[src/rtl/lvd_pkg.sv]
// shared constants and types of the supply voltage monitor
package lvd_pkg;
    localparam int ADDR_W = 2;
    localparam logic [1:0] ADDR_CONTROL = 2'h0;
    localparam logic [1:0] ADDR_IRQ_CTRL = 2'h1;
    localparam logic [1:0] ADDR_PIE_TWO = 2'h2;
    localparam logic [1:0] ADDR_PIR_TWO = 2'h3;
    localparam int BIT_STABLE = 5;
    localparam int BIT_ENABLE = 4;
    localparam int BIT_GLOBAL_IE = 7;
    localparam int BIT_PERIPH_IE = 6;
    localparam int BIT_LV = 2;
    localparam logic [2:0] TRIP_RESET = 3'h4;
    localparam logic [7:0] PIE_TWO_MASK = 8'hf5;
    localparam logic [7:0] ZERO_BYTE = 8'h00;

    typedef struct packed {
        logic [7:0] addr;
        logic [7:0] wdata;
        logic wr;
        logic rd;
    } bus_req_t;

    typedef struct packed {
        logic tripBelow;
        logic refStable;
    } analog_in_t;
endpackage

[src/rtl/sync_two_ff.sv]
// two flip-flop synchroniser for one asynchronous level
`timescale 1ns/1ps
module sync_two_ff (
    input wire logic clk,
    input wire logic reset,
    input wire logic din,
    output logic dout
);
    typedef struct packed {
        logic first;
        logic second;
    } sync_state_t;

    sync_state_t state;
    sync_state_t next_state;

    always_comb begin
        next_state.first = din;
        next_state.second = state.first;
    end

    always_ff @(posedge clk or posedge reset) begin
        if (reset) begin
            state <= '0;
        end else begin
            state <= next_state;
        end
    end

    assign dout = state.second;
endmodule // sync_two_ff

[src/rtl/low_voltage_detect_ctrl.sv]
// control, flag and interrupt logic of the supply voltage monitor
`timescale 1ns/1ps
// Function
// - enable bit powers detector and reference up; clear powers both down.
// - three-bit trip level selects threshold; reset value 100.
// - flag sets on falling crossing only, not while staying low.
// - flag stays set until software writes zero.
// - interrupt when flag, its enable, peripheral and global enable all set.
// - software writing one to flag acts like real detection.
// - bit 5 reads reference stable status, valid with fast oscillator.
// - in sleep, flag with both enables wakes the device.
// - with global enable too, service routine follows after wake.
// - control bits 7:6 and 3 ignore writes, read zero.
module low_voltage_detect_ctrl (
    input wire logic clk,
    input wire logic reset,
    input wire lvd_pkg::bus_req_t busReq,
    output logic [7:0] rdata,
    input wire lvd_pkg::analog_in_t analogIn,
    input wire logic fastOscRunning,
    output logic monitorPowerEnable,
    output logic [2:0] tripLevelSelect,
    output logic irqRequest,
    output logic wakeRequest
);
    typedef struct packed {
        logic monitorPowerEnable;
        logic [2:0] tripLevelSelect;
        logic [7:0] interruptControl;
        logic [7:0] peripheralIrqEnableTwo;
        logic [7:0] peripheralIrqFlagsTwo;
        logic belowPrev;
        logic [7:0] rdata;
        logic irqRequest;
        logic wakeRequest;
    } state_t;

    state_t state;
    state_t next_state;
    logic belowSync;
    logic stableSync;
    logic fallEvent;
    logic lvFlag;
    logic lvIe;
    logic [7:0] controlRead;

    sync_two_ff u_syncBelow (
        .clk(clk),
        .reset(reset),
        .din(analogIn.tripBelow),
        .dout(belowSync)
    );
    sync_two_ff u_syncStable (
        .clk(clk),
        .reset(reset),
        .din(analogIn.refStable),
        .dout(stableSync)
    );

    assign fallEvent = state.monitorPowerEnable && belowSync && !state.belowPrev;

    always_comb begin
        controlRead = lvd_pkg::ZERO_BYTE;
        controlRead[lvd_pkg::BIT_STABLE] = stableSync && fastOscRunning
            && state.monitorPowerEnable;
        controlRead[lvd_pkg::BIT_ENABLE] = state.monitorPowerEnable;
        controlRead[2:0] = state.tripLevelSelect;
    end

    always_comb begin
        next_state = state;
        next_state.belowPrev = belowSync && state.monitorPowerEnable;
        if (busReq.wr) begin
            unique case (busReq.addr[lvd_pkg::ADDR_W-1:0])
                lvd_pkg::ADDR_CONTROL: begin
                    next_state.monitorPowerEnable = busReq.wdata[lvd_pkg::BIT_ENABLE];
                    next_state.tripLevelSelect = busReq.wdata[2:0];
                end
                lvd_pkg::ADDR_IRQ_CTRL: begin
                    next_state.interruptControl = busReq.wdata;
                end
                lvd_pkg::ADDR_PIE_TWO: begin
                    next_state.peripheralIrqEnableTwo = busReq.wdata & lvd_pkg::PIE_TWO_MASK;
                end
                lvd_pkg::ADDR_PIR_TWO: begin
                    next_state.peripheralIrqFlagsTwo = busReq.wdata & lvd_pkg::PIE_TWO_MASK;
                end
            endcase
        end
        if (fallEvent) begin
            next_state.peripheralIrqFlagsTwo[lvd_pkg::BIT_LV] = 1'b1;
        end
        next_state.rdata = lvd_pkg::ZERO_BYTE;
        if (busReq.rd) begin
            unique case (busReq.addr[lvd_pkg::ADDR_W-1:0])
                lvd_pkg::ADDR_CONTROL: next_state.rdata = controlRead;
                lvd_pkg::ADDR_IRQ_CTRL: next_state.rdata = state.interruptControl;
                lvd_pkg::ADDR_PIE_TWO: next_state.rdata = state.peripheralIrqEnableTwo;
                lvd_pkg::ADDR_PIR_TWO: next_state.rdata = state.peripheralIrqFlagsTwo;
            endcase
        end
        next_state.irqRequest = next_state.peripheralIrqFlagsTwo[lvd_pkg::BIT_LV]
            && next_state.peripheralIrqEnableTwo[lvd_pkg::BIT_LV]
            && next_state.interruptControl[lvd_pkg::BIT_PERIPH_IE]
            && next_state.interruptControl[lvd_pkg::BIT_GLOBAL_IE];
        next_state.wakeRequest = next_state.peripheralIrqFlagsTwo[lvd_pkg::BIT_LV]
            && next_state.peripheralIrqEnableTwo[lvd_pkg::BIT_LV]
            && next_state.interruptControl[lvd_pkg::BIT_PERIPH_IE];
    end

    always_ff @(posedge clk or posedge reset) begin
        if (reset) begin
            state <= '0;
            state.tripLevelSelect <= lvd_pkg::TRIP_RESET;
        end else begin
            state <= next_state;
        end
    end

    assign lvFlag = state.peripheralIrqFlagsTwo[lvd_pkg::BIT_LV];
    assign lvIe = state.peripheralIrqEnableTwo[lvd_pkg::BIT_LV];
    assign rdata = state.rdata;
    assign monitorPowerEnable = state.monitorPowerEnable;
    assign tripLevelSelect = state.tripLevelSelect;
    assign irqRequest = state.irqRequest;
    assign wakeRequest = state.wakeRequest;

    // decoded strobes for the checks below
    logic [lvd_pkg::ADDR_W-1:0] regIndex;
    logic wrControl;
    logic wrIrqCtrl;
    logic wrPieTwo;
    logic wrPirTwo;
    logic rdControl;
    logic rdIrqCtrl;
    logic rdPieTwo;
    logic rdPirTwo;
    assign regIndex = busReq.addr[lvd_pkg::ADDR_W-1:0];
    assign wrControl = busReq.wr && regIndex == lvd_pkg::ADDR_CONTROL;
    assign wrIrqCtrl = busReq.wr && regIndex == lvd_pkg::ADDR_IRQ_CTRL;
    assign wrPieTwo = busReq.wr && regIndex == lvd_pkg::ADDR_PIE_TWO;
    assign wrPirTwo = busReq.wr && regIndex == lvd_pkg::ADDR_PIR_TWO;
    assign rdControl = busReq.rd && regIndex == lvd_pkg::ADDR_CONTROL;
    assign rdIrqCtrl = busReq.rd && regIndex == lvd_pkg::ADDR_IRQ_CTRL;
    assign rdPieTwo = busReq.rd && regIndex == lvd_pkg::ADDR_PIE_TWO;
    assign rdPirTwo = busReq.rd && regIndex == lvd_pkg::ADDR_PIR_TWO;

    AST_FALL_SETS_FLAG: assert property (@(posedge clk) disable iff (reset)
        fallEvent |=> lvFlag)
        else $error("fall did not set flag");

    AST_FLAG_STICKY: assert property (@(posedge clk) disable iff (reset)
        lvFlag && !wrPirTwo |=> lvFlag)
        else $error("flag cleared by hardware");

    AST_IRQ_GATE: assert property (@(posedge clk) disable iff (reset)
        irqRequest == (lvFlag && lvIe && state.interruptControl[lvd_pkg::BIT_PERIPH_IE]
        && state.interruptControl[lvd_pkg::BIT_GLOBAL_IE])) else $error("irq mismatch");

    AST_WAKE_GATE: assert property (@(posedge clk) disable iff (reset)
        wakeRequest == (lvFlag && lvIe && state.interruptControl[lvd_pkg::BIT_PERIPH_IE]))
        else $error("wake mismatch");

    AST_SW_SET: assert property (@(posedge clk) disable iff (reset)
        wrPirTwo && busReq.wdata[lvd_pkg::BIT_LV] |=> lvFlag)
        else $error("software set lost");

    AST_RESERVED_ZERO: assert property (@(posedge clk) disable iff (reset)
        rdControl |=> rdata[7:6] == 2'b00 && !rdata[3])
        else $error("reserved bit set");

    AST_ENABLE_WRITE: assert property (@(posedge clk) disable iff (reset)
        wrControl |=> monitorPowerEnable == $past(busReq.wdata[lvd_pkg::BIT_ENABLE]))
        else $error("enable not written");

    AST_LEVEL_WRITE: assert property (@(posedge clk) disable iff (reset)
        wrControl |=> tripLevelSelect == $past(busReq.wdata[2:0]))
        else $error("level not written");

    AST_NO_LEVEL_SET: assert property (@(posedge clk) disable iff (reset)
        !lvFlag && !fallEvent && !busReq.wr |=> !lvFlag)
        else $error("flag set by level");

    AST_OFF_NO_EVENT: assert property (@(posedge clk) disable iff (reset)
        !state.monitorPowerEnable |-> !fallEvent)
        else $error("event while disabled");

    AST_OFF_NOT_STABLE: assert property (@(posedge clk) disable iff (reset)
        rdControl && !monitorPowerEnable |=> !rdata[lvd_pkg::BIT_STABLE])
        else $error("stable while disabled");

    AST_STABLE_NEEDS_OSC: assert property (@(posedge clk) disable iff (reset)
        rdControl && !fastOscRunning |=> !rdata[lvd_pkg::BIT_STABLE])
        else $error("stable without oscillator");

    AST_STABLE_READ: assert property (@(posedge clk) disable iff (reset)
        rdControl && monitorPowerEnable && fastOscRunning
        |=> rdata[lvd_pkg::BIT_STABLE] == $past(stableSync)) else $error("stable misread");

    AST_CONTROL_READ: assert property (@(posedge clk) disable iff (reset)
        rdControl |=> rdata[lvd_pkg::BIT_ENABLE] == $past(monitorPowerEnable)
        && rdata[2:0] == $past(tripLevelSelect)) else $error("control misread");

    // read data one cycle only
    AST_READ_IDLE_ZERO: assert property (@(posedge clk) disable iff (reset)
        !busReq.rd |=> rdata == lvd_pkg::ZERO_BYTE)
        else $error("read data without read");

    AST_FLAG_READ: assert property (@(posedge clk) disable iff (reset)
        rdPirTwo |=> rdata == $past(state.peripheralIrqFlagsTwo))
        else $error("flags misread");

    AST_IE_READ: assert property (@(posedge clk) disable iff (reset)
        rdPieTwo |=> rdata == $past(state.peripheralIrqEnableTwo))
        else $error("enables misread");

    AST_IRQ_CTRL_READ: assert property (@(posedge clk) disable iff (reset)
        rdIrqCtrl |=> rdata == $past(state.interruptControl))
        else $error("interrupt control misread");

    // unimplemented flag bits stay zero
    AST_FLAG_BITS_ZERO: assert property (@(posedge clk) disable iff (reset)
        (state.peripheralIrqFlagsTwo & ~lvd_pkg::PIE_TWO_MASK) == lvd_pkg::ZERO_BYTE)
        else $error("unimplemented flag bit set");

    // unimplemented enable bits stay zero
    AST_IE_BITS_ZERO: assert property (@(posedge clk) disable iff (reset)
        (state.peripheralIrqEnableTwo & ~lvd_pkg::PIE_TWO_MASK) == lvd_pkg::ZERO_BYTE)
        else $error("unimplemented enable bit set");

    AST_SW_CLEAR: assert property (@(posedge clk) disable iff (reset)
        wrPirTwo && !busReq.wdata[lvd_pkg::BIT_LV] && !fallEvent |=> !lvFlag)
        else $error("software clear lost");

    AST_SET_WINS: assert property (@(posedge clk) disable iff (reset)
        wrPirTwo && fallEvent |=> lvFlag)
        else $error("event lost to clear");

    AST_EVENT_ON_DROP: assert property (@(posedge clk) disable iff (reset)
        state.monitorPowerEnable && $past(state.monitorPowerEnable) && $rose(belowSync)
        |-> fallEvent) else $error("fall not detected");

    AST_NO_EVENT_STEADY: assert property (@(posedge clk) disable iff (reset)
        $past(belowSync) && belowSync && $past(state.monitorPowerEnable) |-> !fallEvent)
        else $error("event on steady level");

    AST_IRQ_NEEDS_GLOBAL: assert property (@(posedge clk) disable iff (reset)
        !state.interruptControl[lvd_pkg::BIT_GLOBAL_IE] |-> !irqRequest)
        else $error("irq without global enable");

    AST_IRQ_IMPLIES_WAKE: assert property (@(posedge clk) disable iff (reset)
        irqRequest |-> wakeRequest)
        else $error("irq without wake");

    AST_CONTROL_HOLD: assert property (@(posedge clk) disable iff (reset)
        !wrControl |=> $stable(monitorPowerEnable) && $stable(tripLevelSelect))
        else $error("control changed without write");

    AST_IE_WRITE: assert property (@(posedge clk) disable iff (reset)
        wrPieTwo |=> lvIe == $past(busReq.wdata[lvd_pkg::BIT_LV]))
        else $error("interrupt enable not written");

    AST_IRQ_CTRL_WRITE: assert property (@(posedge clk) disable iff (reset)
        wrIrqCtrl |=> state.interruptControl == $past(busReq.wdata))
        else $error("interrupt control not written");

    AST_SYNC_BELOW: assert property (@(posedge clk) disable iff (reset)
        !$past(reset) && !$past(reset, 2) |-> belowSync == $past(analogIn.tripBelow, 2))
        else $error("comparator sync delay wrong");

    AST_SYNC_STABLE: assert property (@(posedge clk) disable iff (reset)
        !$past(reset) && !$past(reset, 2) |-> stableSync == $past(analogIn.refStable, 2))
        else $error("reference sync delay wrong");
endmodule // low_voltage_detect_ctrl

[config.mk]
export PLATFORM = sky130hd
export DESIGN_NAME = low_voltage_detect_ctrl
export DESIGN_NICKNAME = d
export VERILOG_FILES = /design/src/rtl/lvd_pkg.sv /design/src/rtl/sync_two_ff.sv /design/src/rtl/low_voltage_detect_ctrl.sv
export SDC_FILE = /design/constraint.sdc
export NUM_CORES = 1
export LEC_CHECK = 0
export ABC_CLOCK_PERIOD_IN_PS = 2900
export BUFFER_PORTS_ARGS = -buffer_cell sky130_fd_sc_hd__buf_2
export CAP_MARGIN = 20
export CORE_MARGIN = 2
export CORE_UTILIZATION = 50
export CTS_CLUSTER_DIAMETER = 200
export DETAILED_ROUTE_END_ITERATION = 16
export PLACE_DENSITY = 0.71
export REMOVE_ABC_BUFFERS = 1
export SKIP_CTS_REPAIR_TIMING = 1
export SLEW_MARGIN = 10
export SYNTH_ARGS = -nofsm -noshare
export SYNTH_HDL_FRONTEND = slang
export SYNTH_SLANG_ARGS = --single-unit
[constraint.sdc]
create_clock -name clk -period 2.9 [get_ports clk]
set_input_delay 0.725 -clock clk [delete_from_list [all_inputs] [get_ports clk]]
set_output_delay 0.725 -clock clk [all_outputs]
set_load 0.01 [all_outputs]
-- Word-level counts from Yosys, hierarchy flattened
Cells that the tools add are included.
W data, S select, Z words.
- flip-flop bits (word level): 39
- output and inout bits: 14
- equal/unequal tests: 3
- muxes and demuxes: 7
- reductions and logical operators: 13
- operator list (operator ; count):
    $mux W8 ; 4
    $pmux W8 S4 ; 1
    $mux W24 ; 1
    $reduce_and A2 Y1 ; 4
    $logic_and A1 B1 Y1 ; 7
    $eq A2 B2 Y1 const B ; 2
    $eq A2 B1 Y1 const B ; 1
    $logic_not A2 Y1 ; 1
    $logic_not A1 Y1 ; 1
    $mux W1 ; 1

-- Logic depth before layout (Yosys ltp)
- word-level depth: 7
- gate-level depth with buffers: 4
- gate-level depth less buffers: 3

-- By module
From an unflattened synthesis, not the netlist that was laid out.
- cells, all modules: 112
- area total of the unflattened synthesis: 1656.6 um2
- by module, submodules not included (module ; times used ; cells an instance ; area an instance (um2) ; seq. area each (um2)):
    low_voltage_detect_ctrl ; 1 ; 106 ; 1549.0 ; 877.1
    sync_two_ff ; 2 ; 3 ; 53.8 ; 50.0

-- Worst setup path after synthesis
Ideal clock, no wire load.
- path kind: in2reg
- from: in busReq[11] (netlist bit)
- to: reg state, in the netlist rdata[5]
- setup time: 0.119 ns
- data arrival time: 1.481 ns
- setup slack: 1.300 ns
- stages on the path: 3
- buffers on the path: 1
- cell sequence: buf_6 -> mux4_2 -> and2_1
- RTL lines (item ; line ; text):
    from (decl) ; low_voltage_detect_ctrl.sv:17 ; input wire lvd_pkg::bus_req_t busReq,
    to (signal assigned) ; low_voltage_detect_ctrl.sv:116 ; state <= next_state;
    to (decl) ; low_voltage_detect_ctrl.sv:38 ; state_t state;

-- Worst setup path after layout
- from: reg, netlist name tripLevelSelect[2]
- to: out tripLevelSelect[2]
- RTL lines (item ; line ; text):
    to (decl) ; low_voltage_detect_ctrl.sv:22 ; output logic [2:0] tripLevelSelect,
No word-level cell between the ends.

==> impl_metrics.env <==
export IMPL_die_height_um=62.6
export IMPL_postLayoutSetupSlackWorst_ps=1170
export IMPL_finalSetupViolations=0
export IMPL_critPathKind="flop to primary output"
export IMPL_design_area_um2=1880
export IMPL_wire_length_of_the_first_global_routing_pass_um=4790
export IMPL_grt_setup_unrepaired="false"
export IMPL_grt_remaining_overflow=0
export IMPL_slowest_cell_on_the_critical_path="dfstp_2"
export IMPL_dpl_cell_area_um2=1830
export IMPL_finalNetCount=156
export IMPL_wire_per_inst_um=15.7
export IMPL_synth_seq_area_share_pct=56.9
export IMPL_die_x_extent_um=62.6
export IMPL_family_with_the_most_delay_on_the_worst_path="flip-flops"
export IMPL_cellPowerDensity_nw_per_um2=612
export IMPL_critical_path_startpoint_type="flop"
export IMPL_clock_root_buffer="clkbuf_4"
export IMPL_htreeDepth=2
export IMPL_synth_simple_gate_area_share_pct=10.6
export IMPL_fin_skew_ps=12.9
export IMPL_synth_lib_cells_used_distinct=23
export IMPL_share_of_post_route_cells_with_drive_strength_above_1_pct=52.2
export IMPL_post_synth_xor_area_fraction_pct=0
export IMPL_start_util_pct=51.9
export IMPL_antenna_found_initial=0
export IMPL_outcome="finished, final reports clean"
export IMPL_clock_sinks=39
export IMPL_hold_path_startpoint="u_syncBelow.next_state[0]$_DFF_PP0_"
export IMPL_critical_path_endpoint_type="primary output"
export IMPL_layout_filler_cells=287
export IMPL_worstHoldPathCells=0
export IMPL_ant_nets=0
export IMPL_multi_input_comb_area_um2=617
export IMPL_leading_cell_type_in_the_layout_fill_and_taps_excluded="dfrtp_1"
export IMPL_drv_cap=0
export IMPL_hold_path_class="flop to flop"
export IMPL_worst_path_buf_inv=1
export IMPL_insertedDiodeCount=0
export IMPL_grt_max_degree=40
export IMPL_crit_path_cell_trace="buf_2"
export IMPL_tritoncts="done"
export IMPL_place_ws_ps=858
export IMPL_dr_iter_0_viols=23
export IMPL_global_route_usage_total_pct=16.4
export IMPL_p_leak_nw=0.911
export IMPL_synth_fa_ha_area_share_pct=0
export IMPL_remaining_drc_errors=0
export IMPL_end_point_of_the_worst_hold_path="u_syncBelow.dout$_DFF_PP0_"
export IMPL_hold_violations=0
export IMPL_critPathRequiredTime_ps=2170
export IMPL_die_area_um2=3920
export IMPL_cp_max_fo=3
export IMPL_min_period_ps=1730
export IMPL_clk_pin_slew_ps=90
export IMPL_most_common_layout_cells="dfrtp_1 (38), buf_2 (30), mux2_2 (23)"
export IMPL_register_area_um2=977
export IMPL_final_cell_count_no_fill=180
export IMPL_r2r_start="monitorPowerEnable$_DFFE_PP0P_"
export IMPL_dp_cells=172
export IMPL_yosys_mux_area_fraction_pct=22.9
export IMPL_firstDrtPassIters=4
export IMPL_synth_compound_area_share_pct=2.40
export IMPL_syn_cell_area_um2=1720
export IMPL_max_slew_margin_pct=68.4
export IMPL_worstMarginPinSlew_ps=473
export IMPL_cp_slowest_stage_delay_ps=550
export IMPL_cts_inserted_buffers=5
export IMPL_r2r_end="rdata[5]$_DFF_PP0_"
export IMPL_setup_reg_to_reg_worst_slack_ps=1590
export IMPL_ys_warn_count=0
export IMPL_total_power_w=0.00115
export IMPL_post_synth_cell_area_avg_um2=15.9
export IMPL_io_pins=37
export IMPL_vias=932
export IMPL_syn_instance_count=108
export IMPL_seq_cells_post_synth=39
export IMPL_dp_final_hpwl_um=1990
export IMPL_syn2layout_area_growth_pct=9.32
export IMPL_design_core_area_um2=3310
export IMPL_worstSkewPairLatency_ps=340
export IMPL_drt_total_wl_um=2820
export IMPL_combinational_family_with_the_most_area_after_synthesis="multiplexers"
export IMPL_place_port_buffers=30
export IMPL_first_global_vias=945
export IMPL_cp_data_arrival_time_ps=1010
export IMPL_drt_vias_per_instance=5.18
export IMPL_worst_case_reg_to_reg_path_depth=3
export IMPL_max_vdd_ir_drop_mv=0.364
export IMPL_finalSetupTns_ps=0
export IMPL_fmax_ghz=0.578
export IMPL_fin_crit_sh_pct=59.7
export IMPL_gpl_final_weighted_congestion=0.679
export IMPL_cts_max_path_buffers=2
export IMPL_report_final_slew_viol_count=0
export IMPL_placement_rows=21
## metal layers
metal  GRT usage (%)  up-vias  wire length [µm]
li1                -      423                 -
met1            21.5      478              1260
met2            25.5       26              1380
met3            3.42        5               129
met4            9.17        0                55
met5               0        -                 0
## synthesized netlist by cell type
library cell	count	area [µm²]
nand3b_4	2	40.0
mux2i_1	2	20.0
buf_6	2	22.5
and4_2	1	10.0
mux4_2	1	22.5
a22oi_1	2	15.0
nand3_2	1	10.0
nor3_1	1	5.00
mux2_2	23	259
nor4b_4	1	23.8
mux2i_2	1	13.8
dfrtp_1	38	951
nor3b_1	1	7.51
a221oi_4	1	26.3
dfstp_2	1	26.3
inv_1	5	18.8
and2_1	5	31.3
nor3b_4	1	18.8
and3_1	1	6.26
buf_4	11	82.6
mux4_1	3	78.8
nor2b_1	3	18.8
and4b_1	1	10.0
## through the flow
step | hold WS [ps] | util, %
after global routing | 385 | 56.7
final | 369 | 56.7
after global placement | 332 | 55.2
after detailed placement | 351 | 55.2
after floorplan | 331 | -
after CTS | 374 | 56.7
## kinds of logic (layout without fill, tap and decap cells)
group	after synthesis	in the layout
AOI/OAI and AO/OA	3	3
buffers and inverters	18	44
and+or+nand+nor	18	18
muxes	30	30
DFF	39	39
## final cells by class
class,instances,area share [%]
Tap cell,46,3.06
Sequential cell,39,52.0
Inverter,5,0.999
Clock buffer,7,2.40
Multi-Input combinational cell,51,32.8
Timing Repair Buffer,31,8.39
Clock inverter,1,0.266
## flip-flops by register name (all words and copies together) (netlist names)
signal                   cells
tripLevelSelect              3
u_syncBelow.next_state       1
u_syncStable.dout            1
u_syncStable.next_state      1
rdata                        8
lvIe                         1
monitorPowerEnable           1
state                       19
lvFlag                       1
irqRequest                   1
u_syncBelow.dout             1
wakeRequest                  1
## worst max path at each step
stage                              startpoint               endpoint  cells past startpoint
6_report       tripLevelSelect[2]$_DFFE_PP1P_     tripLevelSelect[2]                      1
5_1_grt        tripLevelSelect[2]$_DFFE_PP1P_     tripLevelSelect[2]                      1
4_1_cts        tripLevelSelect[2]$_DFFE_PP1P_     tripLevelSelect[2]                      1
3_5_place_dp                       busReq[11]  wakeRequest$_DFF_PP0_                      4
3_3_place_gp                       busReq[11]  wakeRequest$_DFF_PP0_                      4
2_1_floorplan                           reset   irqRequest$_DFF_PP0_                      1
## report_power, final
part / total [W] / switching (W) / internal [W]
clock: 0.000257 / 0.000163 / 0.0000945
sequential: 0.000670 / 0.0000404 / 0.000629
combinational: 0.000223 / 0.0000991 / 0.000123
(Power assumes the default switching activity.)
